[src/rtl/plsr_pkg.sv]
package plsr_pkg;

  localparam logic [11:0] PLSR_OFS_LINK_CAP  = 12'h074;
  localparam logic [11:0] PLSR_OFS_LINK_STCT = 12'h078;
  localparam logic [11:0] PLSR_OFS_SLOT_CAP  = 12'h07C;

  // Link capability field positions.
  localparam int PLSR_LCAP_SDERR_BIT  = 19;
  localparam int PLSR_LCAP_DLLAR_BIT  = 20;
  localparam int PLSR_LCAP_PNUM_LSB   = 24;
  localparam int PLSR_LCAP_CPM_BIT    = 18;
  localparam int PLSR_LCAP_WIDTH_LSB  = 4;
  localparam logic [3:0]  PLSR_LCAP_SPEED    = 4'h1;
  localparam logic [1:0]  PLSR_LCAP_ASPM_SUP = 2'h3;
  localparam logic [2:0]  PLSR_LCAP_L0S_LAT  = 3'h5;
  localparam logic [2:0]  PLSR_LCAP_L1_LAT   = 3'h5;

  // Link control / status field positions.
  localparam int PLSR_LCTL_RCB_BIT     = 3;
  localparam int PLSR_LCTL_DIS_BIT     = 4;
  localparam int PLSR_LCTL_RETRAIN_BIT = 5;
  localparam int PLSR_LCTL_CCLK_BIT    = 6;
  localparam int PLSR_LCTL_ESYNC_BIT   = 7;
  localparam int PLSR_LSTS_SPEED_LSB   = 16;
  localparam int PLSR_LSTS_WIDTH_LSB   = 20;
  localparam int PLSR_LSTS_TRAIN_BIT   = 27;
  localparam int PLSR_LSTS_SCLK_BIT    = 28;
  localparam int PLSR_LSTS_DLACT_BIT   = 29;
  localparam logic [3:0]  PLSR_LSTS_SPEED    = 4'h1;
  localparam logic [5:0]  PLSR_WIDTH_DOWN    = 6'h00;
  localparam logic [5:0]  PLSR_WIDTH_X16     = 6'h10;

  // Slot capability field positions and defaults.
  localparam int PLSR_SCAP_HPSUR_BIT = 5;
  localparam int PLSR_SCAP_HPCAP_BIT = 6;
  localparam int PLSR_SCAP_PLV_LSB   = 7;
  localparam int PLSR_SCAP_PLS_LSB   = 15;
  localparam logic [4:0] PLSR_SCAP_PRES_DEF = 5'h1F;
  localparam logic [7:0] PLSR_SCAP_PLV_DEF  = 8'h19;
  localparam logic [1:0] PLSR_SCAP_PLS_DEF  = 2'h0;

  localparam logic [1:0] PLSR_ASPM_L0S = 2'h1;
  localparam logic [1:0] PLSR_ASPM_L1  = 2'h2;

  localparam logic [2:0] PLSR_CFG_X16  = 3'h1;
  localparam logic [2:0] PLSR_CFG_X8X8 = 3'h2;

  // Extended sync ordered-set counts.
  localparam logic [12:0] PLSR_FTS_EXT  = 13'h1000;
  localparam logic [12:0] PLSR_TS1_EXT  = 13'h0400;

  typedef enum logic [1:0] {
    PLSR_ST_IDLE = 2'b00,
    PLSR_ST_WAIT = 2'b01,
    PLSR_ST_SEND = 2'b11
  } plsr_spl_st_t;

  // Config access from the link or from the serial loader.
  typedef struct packed {
    logic        wr;
    logic        rd;
    logic        loader;
    logic [11:0] addr;
    logic [31:0] wdata;
  } plsr_cfg_req_t;

  // Link-layer status from the physical and data link layers.
  typedef struct packed {
    logic       link_up;
    logic       dl_active;
    logic       fc_init_done;
    logic       training;
    logic [5:0] neg_width;
  } plsr_link_sts_t;

endpackage : plsr_pkg

[src/rtl/plsr_port_regs.sv]
// Notes on behaviour
// - Capability bit 19 reads 1 downstream, zero upstream.
// - Capability bit 20 reads 1 downstream, zero upstream.
// - Capability bits 31:24 give the port number from PORT_NUM.
// - Station strap value selects x16, x8x8, or x8x4x4 lane split.
// - ASPM field 1:0 gates L0s and L1 entry.
// - Receiver may always enter L0s regardless of ASPM.
// - Completion boundary bit 3 is read-only zero.
// - Downstream bit 4 holds link in Disabled state until cleared.
// - Downstream bit 5 write starts retraining; reads zero.
// - Bit 6 is read-write common reference clock indicator.
// - Extended sync selects 4096 FTS and 1024 TS1.
// - Clock PM bits 8 and 18 read zero; bits 15:9 zero.
// - Link speed field reads 0001b.
// - Negotiated width is zero when down or unsupported, else one-hot up to x16.
// - Downstream bit 27 shows training requested or in progress.
// - Status bit 28 is hardware-initialized slot clock choice.
// - Downstream bit 29 shows DL active, link up, flow control done.
// - Slot capability zero upstream; presence fields only on hot-plug ports.
// - Hot-plug presence bits 0 to 4 default 1, loader writable.
// - Surprise bit 5 defaults 0, hot-plug bit 6 defaults 1.
// - Power limit value defaults 19h, scale defaults 00b.
// - Send power limit message on loader write or DL up.
// - DL active change raises hot-plug interrupt or PME when enabled.
`timescale 1ns/100ps
`default_nettype none
module plsr_port_regs
  import plsr_pkg::*;
#(
  parameter int unsigned PORT_NUM = 1  // Port number within the switch.
)
(
  input  wire logic           mclk,                       // Clock.
  input  wire logic           rst,                        // Synchronous reset.
  input  wire plsr_cfg_req_t  cfg_req,                    // Config access.
  output logic [31:0]         cfg_rdata,                  // Read data.
  input  wire logic [2:0]     station_a_lane_split_strap, // Station 0 strap.
  input  wire logic [2:0]     station_b_lane_split_strap, // Station 1 strap.
  input  wire logic [2:0]     station_c_lane_split_strap, // Station 2 strap.
  input  wire plsr_link_sts_t link_sts,                   // Link layer status.
  input  wire logic           rx_l0s_req,                 // Receiver wants L0s.
  input  wire logic           spl_ack,                    // Power limit msg taken.
  input  wire logic           slot_ev_en,                 // Slot ctl bit 12 state.
  input  wire logic           pm_d3hot,                   // Port in D3hot.
  output logic                l0s_tx_allow,               // Tx L0s entry allowed.
  output logic                l1_allow,                   // L1 entry allowed.
  output logic                rx_l0s_allow,               // Rx L0s entry allowed.
  output logic                link_disable,               // Hold link Disabled.
  output logic                retrain_pulse,              // Start retraining.
  output logic [12:0]         fts_count,                  // FTS sets on L0s exit.
  output logic [12:0]         ts1_count,                  // TS1 sets in Recovery.
  output logic [5:0]          max_width,                  // Lane split width.
  output logic                spl_send,                   // Send power limit msg.
  output logic                hp_irq,                     // Hot-plug interrupt.
  output logic                pme_req                     // PME message request.
);
  localparam bit IS_UP = (PORT_NUM == 0);
  localparam bit IS_HP = (PORT_NUM == 1) || (PORT_NUM == 8) || (PORT_NUM == 9);
  localparam int unsigned STN_BASE = (PORT_NUM >= 12) ? 12 : (PORT_NUM >= 8) ? 8 : 0;
  localparam int unsigned STN_IDX  = PORT_NUM - STN_BASE;

  // Only the nine switch ports exist; any other number has no station to take its strap from.
  if (!(PORT_NUM inside {0, 1, 2, 8, 9, 10, 12, 13, 14})) begin : g_bad_port
    $error("plsr_port_regs: unsupported port number");
  end

  // Straps pass two flops; the first is read only by the second.
  logic [2:0] strap_s1_ff;
  logic [2:0] strap_s2_ff;
  logic [2:0] strap_cfg_ff;
  logic       strap_cap_ff;
  wire  [2:0] strap_raw = (STN_BASE == 12) ? station_c_lane_split_strap :
                          (STN_BASE == 8)  ? station_b_lane_split_strap :
                                             station_a_lane_split_strap;

  // Writable and hardware-initialized state.
  logic [1:0] aspm_ff;
  logic       ldis_ff;
  logic       cclk_ff;
  logic       esync_ff;
  logic       sclk_ff;
  logic [4:0] pres_ff;
  logic       hpsur_ff;
  logic       hpcap_ff;
  logic [7:0] plv_ff;
  logic [1:0] pls_ff;
  logic       retrain_ff;
  logic       train_req_ff;
  logic       dlact_ff;
  logic [5:0] width_ff;
  logic       hp_irq_ff;
  logic       pme_ff;
  logic [31:0] rdata_ff;

  wire wr_lstct = cfg_req.wr && cfg_req.addr == PLSR_OFS_LINK_STCT;
  wire wr_scap  = cfg_req.wr && cfg_req.addr == PLSR_OFS_SLOT_CAP;
  wire ld_lstct = wr_lstct && cfg_req.loader;
  wire ld_scap  = wr_scap && cfg_req.loader && !IS_UP;
  wire dlact_now = !IS_UP && link_sts.dl_active && link_sts.link_up && link_sts.fc_init_done;
  wire dl_up_ev  = dlact_now && !dlact_ff;
  wire dl_chg_ev = dlact_now != dlact_ff;
  wire spl_trig  = ld_scap || dl_up_ev;
  wire retrain_wr = wr_lstct && !IS_UP && cfg_req.wdata[PLSR_LCTL_RETRAIN_BIT];

  // Width per lane split and position within the station.
  wire [5:0] split_width =
    (strap_cfg_ff == PLSR_CFG_X16)  ? ((STN_IDX == 0) ? PLSR_WIDTH_X16 : PLSR_WIDTH_DOWN) :
    (strap_cfg_ff == PLSR_CFG_X8X8) ? ((STN_IDX == 2) ? PLSR_WIDTH_DOWN : 6'h08) :
                                      ((STN_IDX == 0) ? 6'h08 : 6'h04);

  // Only zero or a single supported one-hot width is reported.
  wire width_ok = link_sts.link_up && link_sts.neg_width inside {6'h01, 6'h02, 6'h04, 6'h08, 6'h10};

  wire [31:0] lcap_val = {8'(PORT_NUM), 3'h0, !IS_UP, !IS_UP, 1'b0, PLSR_LCAP_L1_LAT,
                          PLSR_LCAP_L0S_LAT, PLSR_LCAP_ASPM_SUP, max_width, PLSR_LCAP_SPEED};
  wire [31:0] lstct_val = {2'h0, dlact_ff, sclk_ff, train_req_ff, 1'b0, width_ff, PLSR_LSTS_SPEED,
                           7'h00, 1'b0, esync_ff, cclk_ff, 1'b0, ldis_ff, 1'b0, 1'b0, aspm_ff};
  wire [31:0] scap_val = IS_UP ? 32'h0000_0000 :
                         {15'h0000, pls_ff, plv_ff,
                          IS_HP ? {hpcap_ff, hpsur_ff, pres_ff} : 7'h00};

  always_ff @(posedge mclk) begin
    strap_s1_ff <= strap_raw;
    strap_s2_ff <= strap_s1_ff;
  end

  // The strap is sampled once, on the first cycle after reset release.
  always_ff @(posedge mclk) begin
    if (rst) begin
      strap_cfg_ff <= 3'h0;
      strap_cap_ff <= 1'b0;
    end else if (!strap_cap_ff) begin
      strap_cfg_ff <= strap_s2_ff;
      strap_cap_ff <= 1'b1;
    end
  end

  always_ff @(posedge mclk) begin
    if (rst) max_width <= PLSR_WIDTH_DOWN;
    else     max_width <= split_width;
  end

  always_ff @(posedge mclk) begin
    if (rst) begin
      aspm_ff  <= 2'h0;
      ldis_ff  <= 1'b0;
      cclk_ff  <= 1'b0;
      esync_ff <= 1'b0;
      sclk_ff  <= 1'b0;
    end else if (wr_lstct) begin
      aspm_ff  <= cfg_req.wdata[1:0];
      ldis_ff  <= !IS_UP && cfg_req.wdata[PLSR_LCTL_DIS_BIT];
      cclk_ff  <= cfg_req.wdata[PLSR_LCTL_CCLK_BIT];
      esync_ff <= cfg_req.wdata[PLSR_LCTL_ESYNC_BIT];
      if (ld_lstct) sclk_ff <= cfg_req.wdata[PLSR_LSTS_SCLK_BIT];
    end
  end

  always_ff @(posedge mclk) begin
    if (rst) begin
      pres_ff  <= PLSR_SCAP_PRES_DEF;
      hpsur_ff <= 1'b0;
      hpcap_ff <= 1'b1;
      plv_ff   <= PLSR_SCAP_PLV_DEF;
      pls_ff   <= PLSR_SCAP_PLS_DEF;
    end else if (ld_scap) begin
      pres_ff  <= cfg_req.wdata[4:0];
      hpsur_ff <= cfg_req.wdata[PLSR_SCAP_HPSUR_BIT];
      hpcap_ff <= cfg_req.wdata[PLSR_SCAP_HPCAP_BIT];
      plv_ff   <= cfg_req.wdata[PLSR_SCAP_PLV_LSB +: 8];
      pls_ff   <= cfg_req.wdata[PLSR_SCAP_PLS_LSB +: 2];
    end
  end

  // Training request is set for one cycle by the retrain write and holds on only if the link trains, until link up.
  always_ff @(posedge mclk) begin
    if (rst) begin
      retrain_ff   <= 1'b0;
      train_req_ff <= 1'b0;
      dlact_ff     <= 1'b0;
      width_ff     <= PLSR_WIDTH_DOWN;
    end else begin
      retrain_ff   <= retrain_wr;
      train_req_ff <= !IS_UP && (retrain_wr || link_sts.training ||
                                 (train_req_ff && !retrain_ff && !link_sts.link_up));
      dlact_ff     <= dlact_now;
      width_ff     <= width_ok ? link_sts.neg_width : PLSR_WIDTH_DOWN;
    end
  end

  // DL active changes notify by interrupt in D0 or PME in D3hot.
  always_ff @(posedge mclk) begin
    if (rst) begin
      hp_irq_ff <= 1'b0;
      pme_ff    <= 1'b0;
    end else begin
      hp_irq_ff <= !IS_UP && dl_chg_ev && slot_ev_en && !pm_d3hot;
      pme_ff    <= !IS_UP && dl_chg_ev && slot_ev_en && pm_d3hot;
    end
  end

  always_ff @(posedge mclk) begin
    if (rst) begin
      rdata_ff      <= 32'h0000_0000;
      l0s_tx_allow  <= 1'b0;
      l1_allow      <= 1'b0;
      rx_l0s_allow  <= 1'b0;
      fts_count     <= 13'h0000;
      ts1_count     <= 13'h0000;
    end else begin
      rdata_ff      <= !cfg_req.rd ? 32'h0000_0000 :
                       (cfg_req.addr == PLSR_OFS_LINK_CAP)  ? lcap_val :
                       (cfg_req.addr == PLSR_OFS_LINK_STCT) ? lstct_val :
                       (cfg_req.addr == PLSR_OFS_SLOT_CAP)  ? scap_val : 32'h0000_0000;
      l0s_tx_allow  <= aspm_ff[0];
      l1_allow      <= aspm_ff[1];
      rx_l0s_allow  <= rx_l0s_req;
      fts_count     <= esync_ff ? PLSR_FTS_EXT : 13'h0000;
      ts1_count     <= esync_ff ? PLSR_TS1_EXT : 13'h0000;
    end
  end

  plsr_spl_msg u_spl (
    .mclk (mclk),
    .rst  (rst),
    .trig (spl_trig),
    .ack  (spl_ack),
    .send (spl_send)
  );

  assign cfg_rdata     = rdata_ff;
  assign link_disable  = ldis_ff;
  assign retrain_pulse = retrain_ff;
  assign hp_irq        = hp_irq_ff;
  assign pme_req       = pme_ff;
endmodule : plsr_port_regs
`default_nettype wire

[src/rtl/plsr_spl_msg.sv]
`timescale 1ns/100ps
`default_nettype none
module plsr_spl_msg
  import plsr_pkg::*;
(
  input  wire logic       mclk,      // Clock.
  input  wire logic       rst,       // Synchronous reset.
  input  wire logic       trig,      // Request a message.
  input  wire logic       ack,       // Message accepted by link.
  output logic            send       // Message request level.
);
  plsr_spl_st_t st_ff;
  plsr_spl_st_t nxt_st;
  logic         send_ff;

  // A trigger during a pending send is folded into it since the message carries live values; one in the ack cycle starts another.
  always_comb begin
    nxt_st = st_ff;
    unique case (st_ff)
      PLSR_ST_IDLE: if (trig) nxt_st = PLSR_ST_WAIT;
      PLSR_ST_WAIT: nxt_st = PLSR_ST_SEND;
      PLSR_ST_SEND: if (ack) nxt_st = trig ? PLSR_ST_WAIT : PLSR_ST_IDLE;
      default:      nxt_st = PLSR_ST_IDLE;
    endcase
  end

  // The request level gets its own flop so the port sees no decode glitch between states.
  always_ff @(posedge mclk) begin
    if (rst) begin
      st_ff   <= PLSR_ST_IDLE;
      send_ff <= 1'b0;
    end else begin
      st_ff   <= nxt_st;
      send_ff <= (nxt_st == PLSR_ST_SEND);
    end
  end

  assign send = send_ff;
endmodule : plsr_spl_msg
`default_nettype wire

[config.mk]
export PLATFORM = sky130hd
export DESIGN_NAME = plsr_port_regs
export DESIGN_NICKNAME = d
export VERILOG_FILES = /design/src/rtl/plsr_pkg.sv /design/src/rtl/plsr_port_regs.sv /design/src/rtl/plsr_spl_msg.sv
export SDC_FILE = /design/constraint.sdc
export NUM_CORES = 1
export LEC_CHECK = 0
export BUFFER_PORTS_ARGS = -buffer_cell sky130_fd_sc_hd__buf_4
export CORE_ASPECT_RATIO = 1.4
export CORE_UTILIZATION = 46
export CTS_CLUSTER_DIAMETER = 30
export DETAILED_ROUTE_END_ITERATION = 10
export PLACE_DENSITY = 0.79
export SYNTH_ARGS = -nofsm -noshare
export SYNTH_HDL_FRONTEND = slang
export SYNTH_HIERARCHICAL = 1
export SYNTH_SLANG_ARGS = --single-unit
[constraint.sdc]
create_clock -name mclk -period 1.9 [get_ports mclk]
set_input_delay 0.19 -clock mclk [delete_from_list [all_inputs] [get_ports mclk]]
set_output_delay 0.19 -clock mclk [all_outputs]
set_load 0.02 [all_outputs]
==> impl_metrics.env <==
export IMPL_r2r_cells=5
export IMPL_first_pass_iters=4
export IMPL_setup_viol=0
export IMPL_cp_num_buf_inv=1
export IMPL_ys_seq_elements=80
export IMPL_crit_chain="buf_4 > or4b_4 > nor4_4 > or2_2 > o21ai_1 > a211oi_2"
export IMPL_placement_rows=35
export IMPL_coreArea_um2=6569
export IMPL_slew_headroom=0.6383
export IMPL_period_share=0.7391
export IMPL_p_leak_nw=1.732
export IMPL_postSynthAreaPerCell_um2=9.609
export IMPL_yosysTopAreaCell="dfxtp_1"
export IMPL_hpwl_mm=4.526
export IMPL_grt_pass1_vias=2187
export IMPL_ys_warn_count=6
export IMPL_routedWlPerCell_um=12.66
export IMPL_startpoint_type="input pin"
export IMPL_antenna_found_initial=0
export IMPL_drv_cap=0
export IMPL_power_density_nw_per_um2=773.2
export IMPL_rsz0062_at_grt="no"
export IMPL_fp_dieW_um=71.64
export IMPL_rr_startpoint="dlact_ff$_SDFF_PP0_"
export IMPL_root_buffer="clkbuf_8"
export IMPL_port_buffers=91
export IMPL_synth_top_area_share=0.5128
export IMPL_clock_path_buffers=2
export IMPL_clock_latency_ns=0.34
export IMPL_grt_max_degree=28
export IMPL_grt_overflow=0
export IMPL_drive_gt1_frac=0.2877
export IMPL_layout_setup_ws_ns=0.4958
export IMPL_nNetsFinal=492
export IMPL_finalHoldViolCount=0
export IMPL_synth_area_leaders="dfxtp_1 (51%), buf_4 (8.2%), mux2i_1 (7.4%), nor2_1 (4.4%), nand2_1 (3.2%)"
export IMPL_synth_seq_area_share=0.5128
export IMPL_area_growth_pct=26.16
export IMPL_synth_cell_types=44
export IMPL_hold_path_depth=2
export IMPL_synth_edff_count=0
export IMPL_critPathMaxFanout=2
export IMPL_timing_rr_end="u_spl/st_ff[0]$_SDFF_PP0_"
export IMPL_worstPathRequired_ns=2.17
export IMPL_path_clk_slew_ns=0.08
export IMPL_gp_congestion=0.8007
export IMPL_top_level_ports=144
export IMPL_r2r_slack_ns=0.71
export IMPL_skew_ns=0.006804
export IMPL_die_area_um2=7127
export IMPL_cts_tree="yes"
export IMPL_setup_tns_final_ns=0
export IMPL_nFillCells=567
export IMPL_dp_slack_ns=0.1467
export IMPL_max_vdd_ir_drop_v=0.0005950
export IMPL_cp_top_family="simple AND/OR/NAND/NOR gates"
export IMPL_hp_class="in -> reg"
export IMPL_min_to="hp_irq$_SDFF_PP0_"
export IMPL_drc_errors=0
export IMPL_tightest_slew_ns=0.5413
export IMPL_maxSlewViolCount=0
export IMPL_critPathCaptureType="flip-flop"
export IMPL_wl_mm=6.303
export IMPL_synthArstFlopShare=0
export IMPL_synth_flop_cell="dfxtp_1"
export IMPL_ant_nets=0
export IMPL_max_freq_ghz=0.7121
export IMPL_track_usage=0.1820
export IMPL_initial_core_util=0.4754
export IMPL_min_from="pm_d3hot"
export IMPL_synth_area_um2=3123
export IMPL_h_tree_depth=3
export IMPL_utilization=0.5998
export IMPL_drt_iter0_drc=90
export IMPL_crit_arrival_ns=1.67
export IMPL_cts_inserted_buffers=9
export IMPL_period_needed_ns=1.404
export IMPL_grt_pass1_wl_mm=9.839
export IMPL_die_h_um=99.49
export IMPL_status="finished clean"
export IMPL_worst_path_largest_cell_delay_ns=0.55
export IMPL_synthCells=325
export IMPL_routed_via_count=2382
export IMPL_cts_sinks=80
export IMPL_antenna_cells=0
export IMPL_cp_depth=6
export IMPL_path_class="in -> reg"
export IMPL_vias_per_cell=4.783
export IMPL_cp_slowest_cell="or4b_4"
## cell usage in the layout, fill, tap and decap left out, types with 3 or more instances in the layout
master,n
dfxtp_1,80
nand4_1,4
a21oi_1,7
o21ai_0,3
nor3b_1,6
conb_1,33
nand2_1,27
clkbuf_8,9
mux2_2,5
inv_1,22
nor2b_1,12
a22oi_1,3
nor2_1,37
mux2i_1,23
buf_4,95
dlygate4sd3_1,3
nor3_1,15
## synthesized netlist by cell type, types with 4 or more instances
master	n
nor3b_1	6
nor2_1	37
nor2b_1	12
mux2i_1	23
inv_1	22
clkbuf_1	9
nand4_1	4
mux2_2	5
buf_4	34
dfxtp_1	80
nand2_1	27
nor3_1	15
a21oi_1	7
## per-layer routing
metal | track usage | routed length, um | vias to the layer above
li1 | - | - | 1192
met1 | 0.1927 | 2617 | 1085
met2 | 0.3324 | 3172 | 99
met3 | 0.03850 | 446 | 6
met4 | 0.09502 | 66 | 0
met5 | 0 | 0 | -
## repair_timing
item,in CTS,in global routing
resized for setup,0,0
setup buffers,0,0
endpoints found under the hold margin,3,0
hold buffers,3,0
## state kept, by name (all words and copies together), names as in the netlist, 2 cells and up
register	flops
cfg_rdata	27
width_ff	6
plv_ff	8
pls_ff	2
pres_ff	5
u_spl/st_ff	2
aspm_ff	2
strap_s2_ff	3
strap_s1_ff	3
strap_cfg_ff	3
max_width	2
## cell families (layout without fill, tap and decap cells)
logic type                 count (synthesis)  in the layout  share of synthesized area
AOI/OAI and AO/OA                         21             21                    0.04326
xor gates and xnor gates                   2              2                   0.005610
adders and majority gates                  1              1                   0.004006
buffers and inverters                     70            137                     0.1330
DFF                                       80             80                     0.5128
muxes                                     28             28                    0.09175
other                                      1             33                   0.001201
and+or+nand+nor                          122            122                     0.2083
## area by class of cell
class                           instances  area (um^2)  area share
Inverter                               22        82.58     0.02096
Clock buffer                           11        131.4     0.03334
Clock inverter                          5        33.78    0.008574
Tap cell                               74        92.59     0.02350
Multi-Input combinational cell        207         1235      0.3134
Sequential cell                        80         1602      0.4065
Timing Repair Buffer                   99        763.2      0.1937
## metrics by stage
stage	cells	hold WS (ns)	total power, mW	area (um^2)
after floorplan	357	0.2177	1.951	3243
after global placement	479	0.2945	2.022	3745
after detailed placement	479	0.2965	2.029	3745
after CTS	498	0.002495	3.081	3940
after global routing	498	0.007024	3.178	3940
final	498	0.01605	3.046	3940
## worst max path at each step
stage	endpoint	from	slack, ns
finish	u_spl/st_ff[0]$_SDFF_PP0_	cfg_req[39]	0.50
global route	u_spl/st_ff[0]$_SDFF_PP0_	cfg_req[39]	0.46
CTS	u_spl/st_ff[0]$_SDFF_PP0_	cfg_req[39]	0.50
detailed placement	u_spl/st_ff[0]$_SDFF_PP0_	cfg_req[39]	0.15
global placement	u_spl/st_ff[0]$_SDFF_PP0_	cfg_req[39]	0.17
floorplan	u_spl/st_ff[0]$_SDFF_PP0_	cfg_req[39]	0.27
## worst register-to-register path, cell delays in order (launching register included)
cell	delay (ns)
dfxtp_1	0.31
inv_1	0.05
ha_1	0.18
or2_2	0.31
o21ai_1	0.16
a211oi_2	0.09
## report_power, final
group / switching, mW / total [mW] / internal, mW
Combinational: 0.163 / 0.285 / 0.122
Clock: 0.580 / 1.05 / 0.472
Sequential: 0.0109 / 1.71 / 1.70
Note: power is estimated with default switching activity, not from simulation.
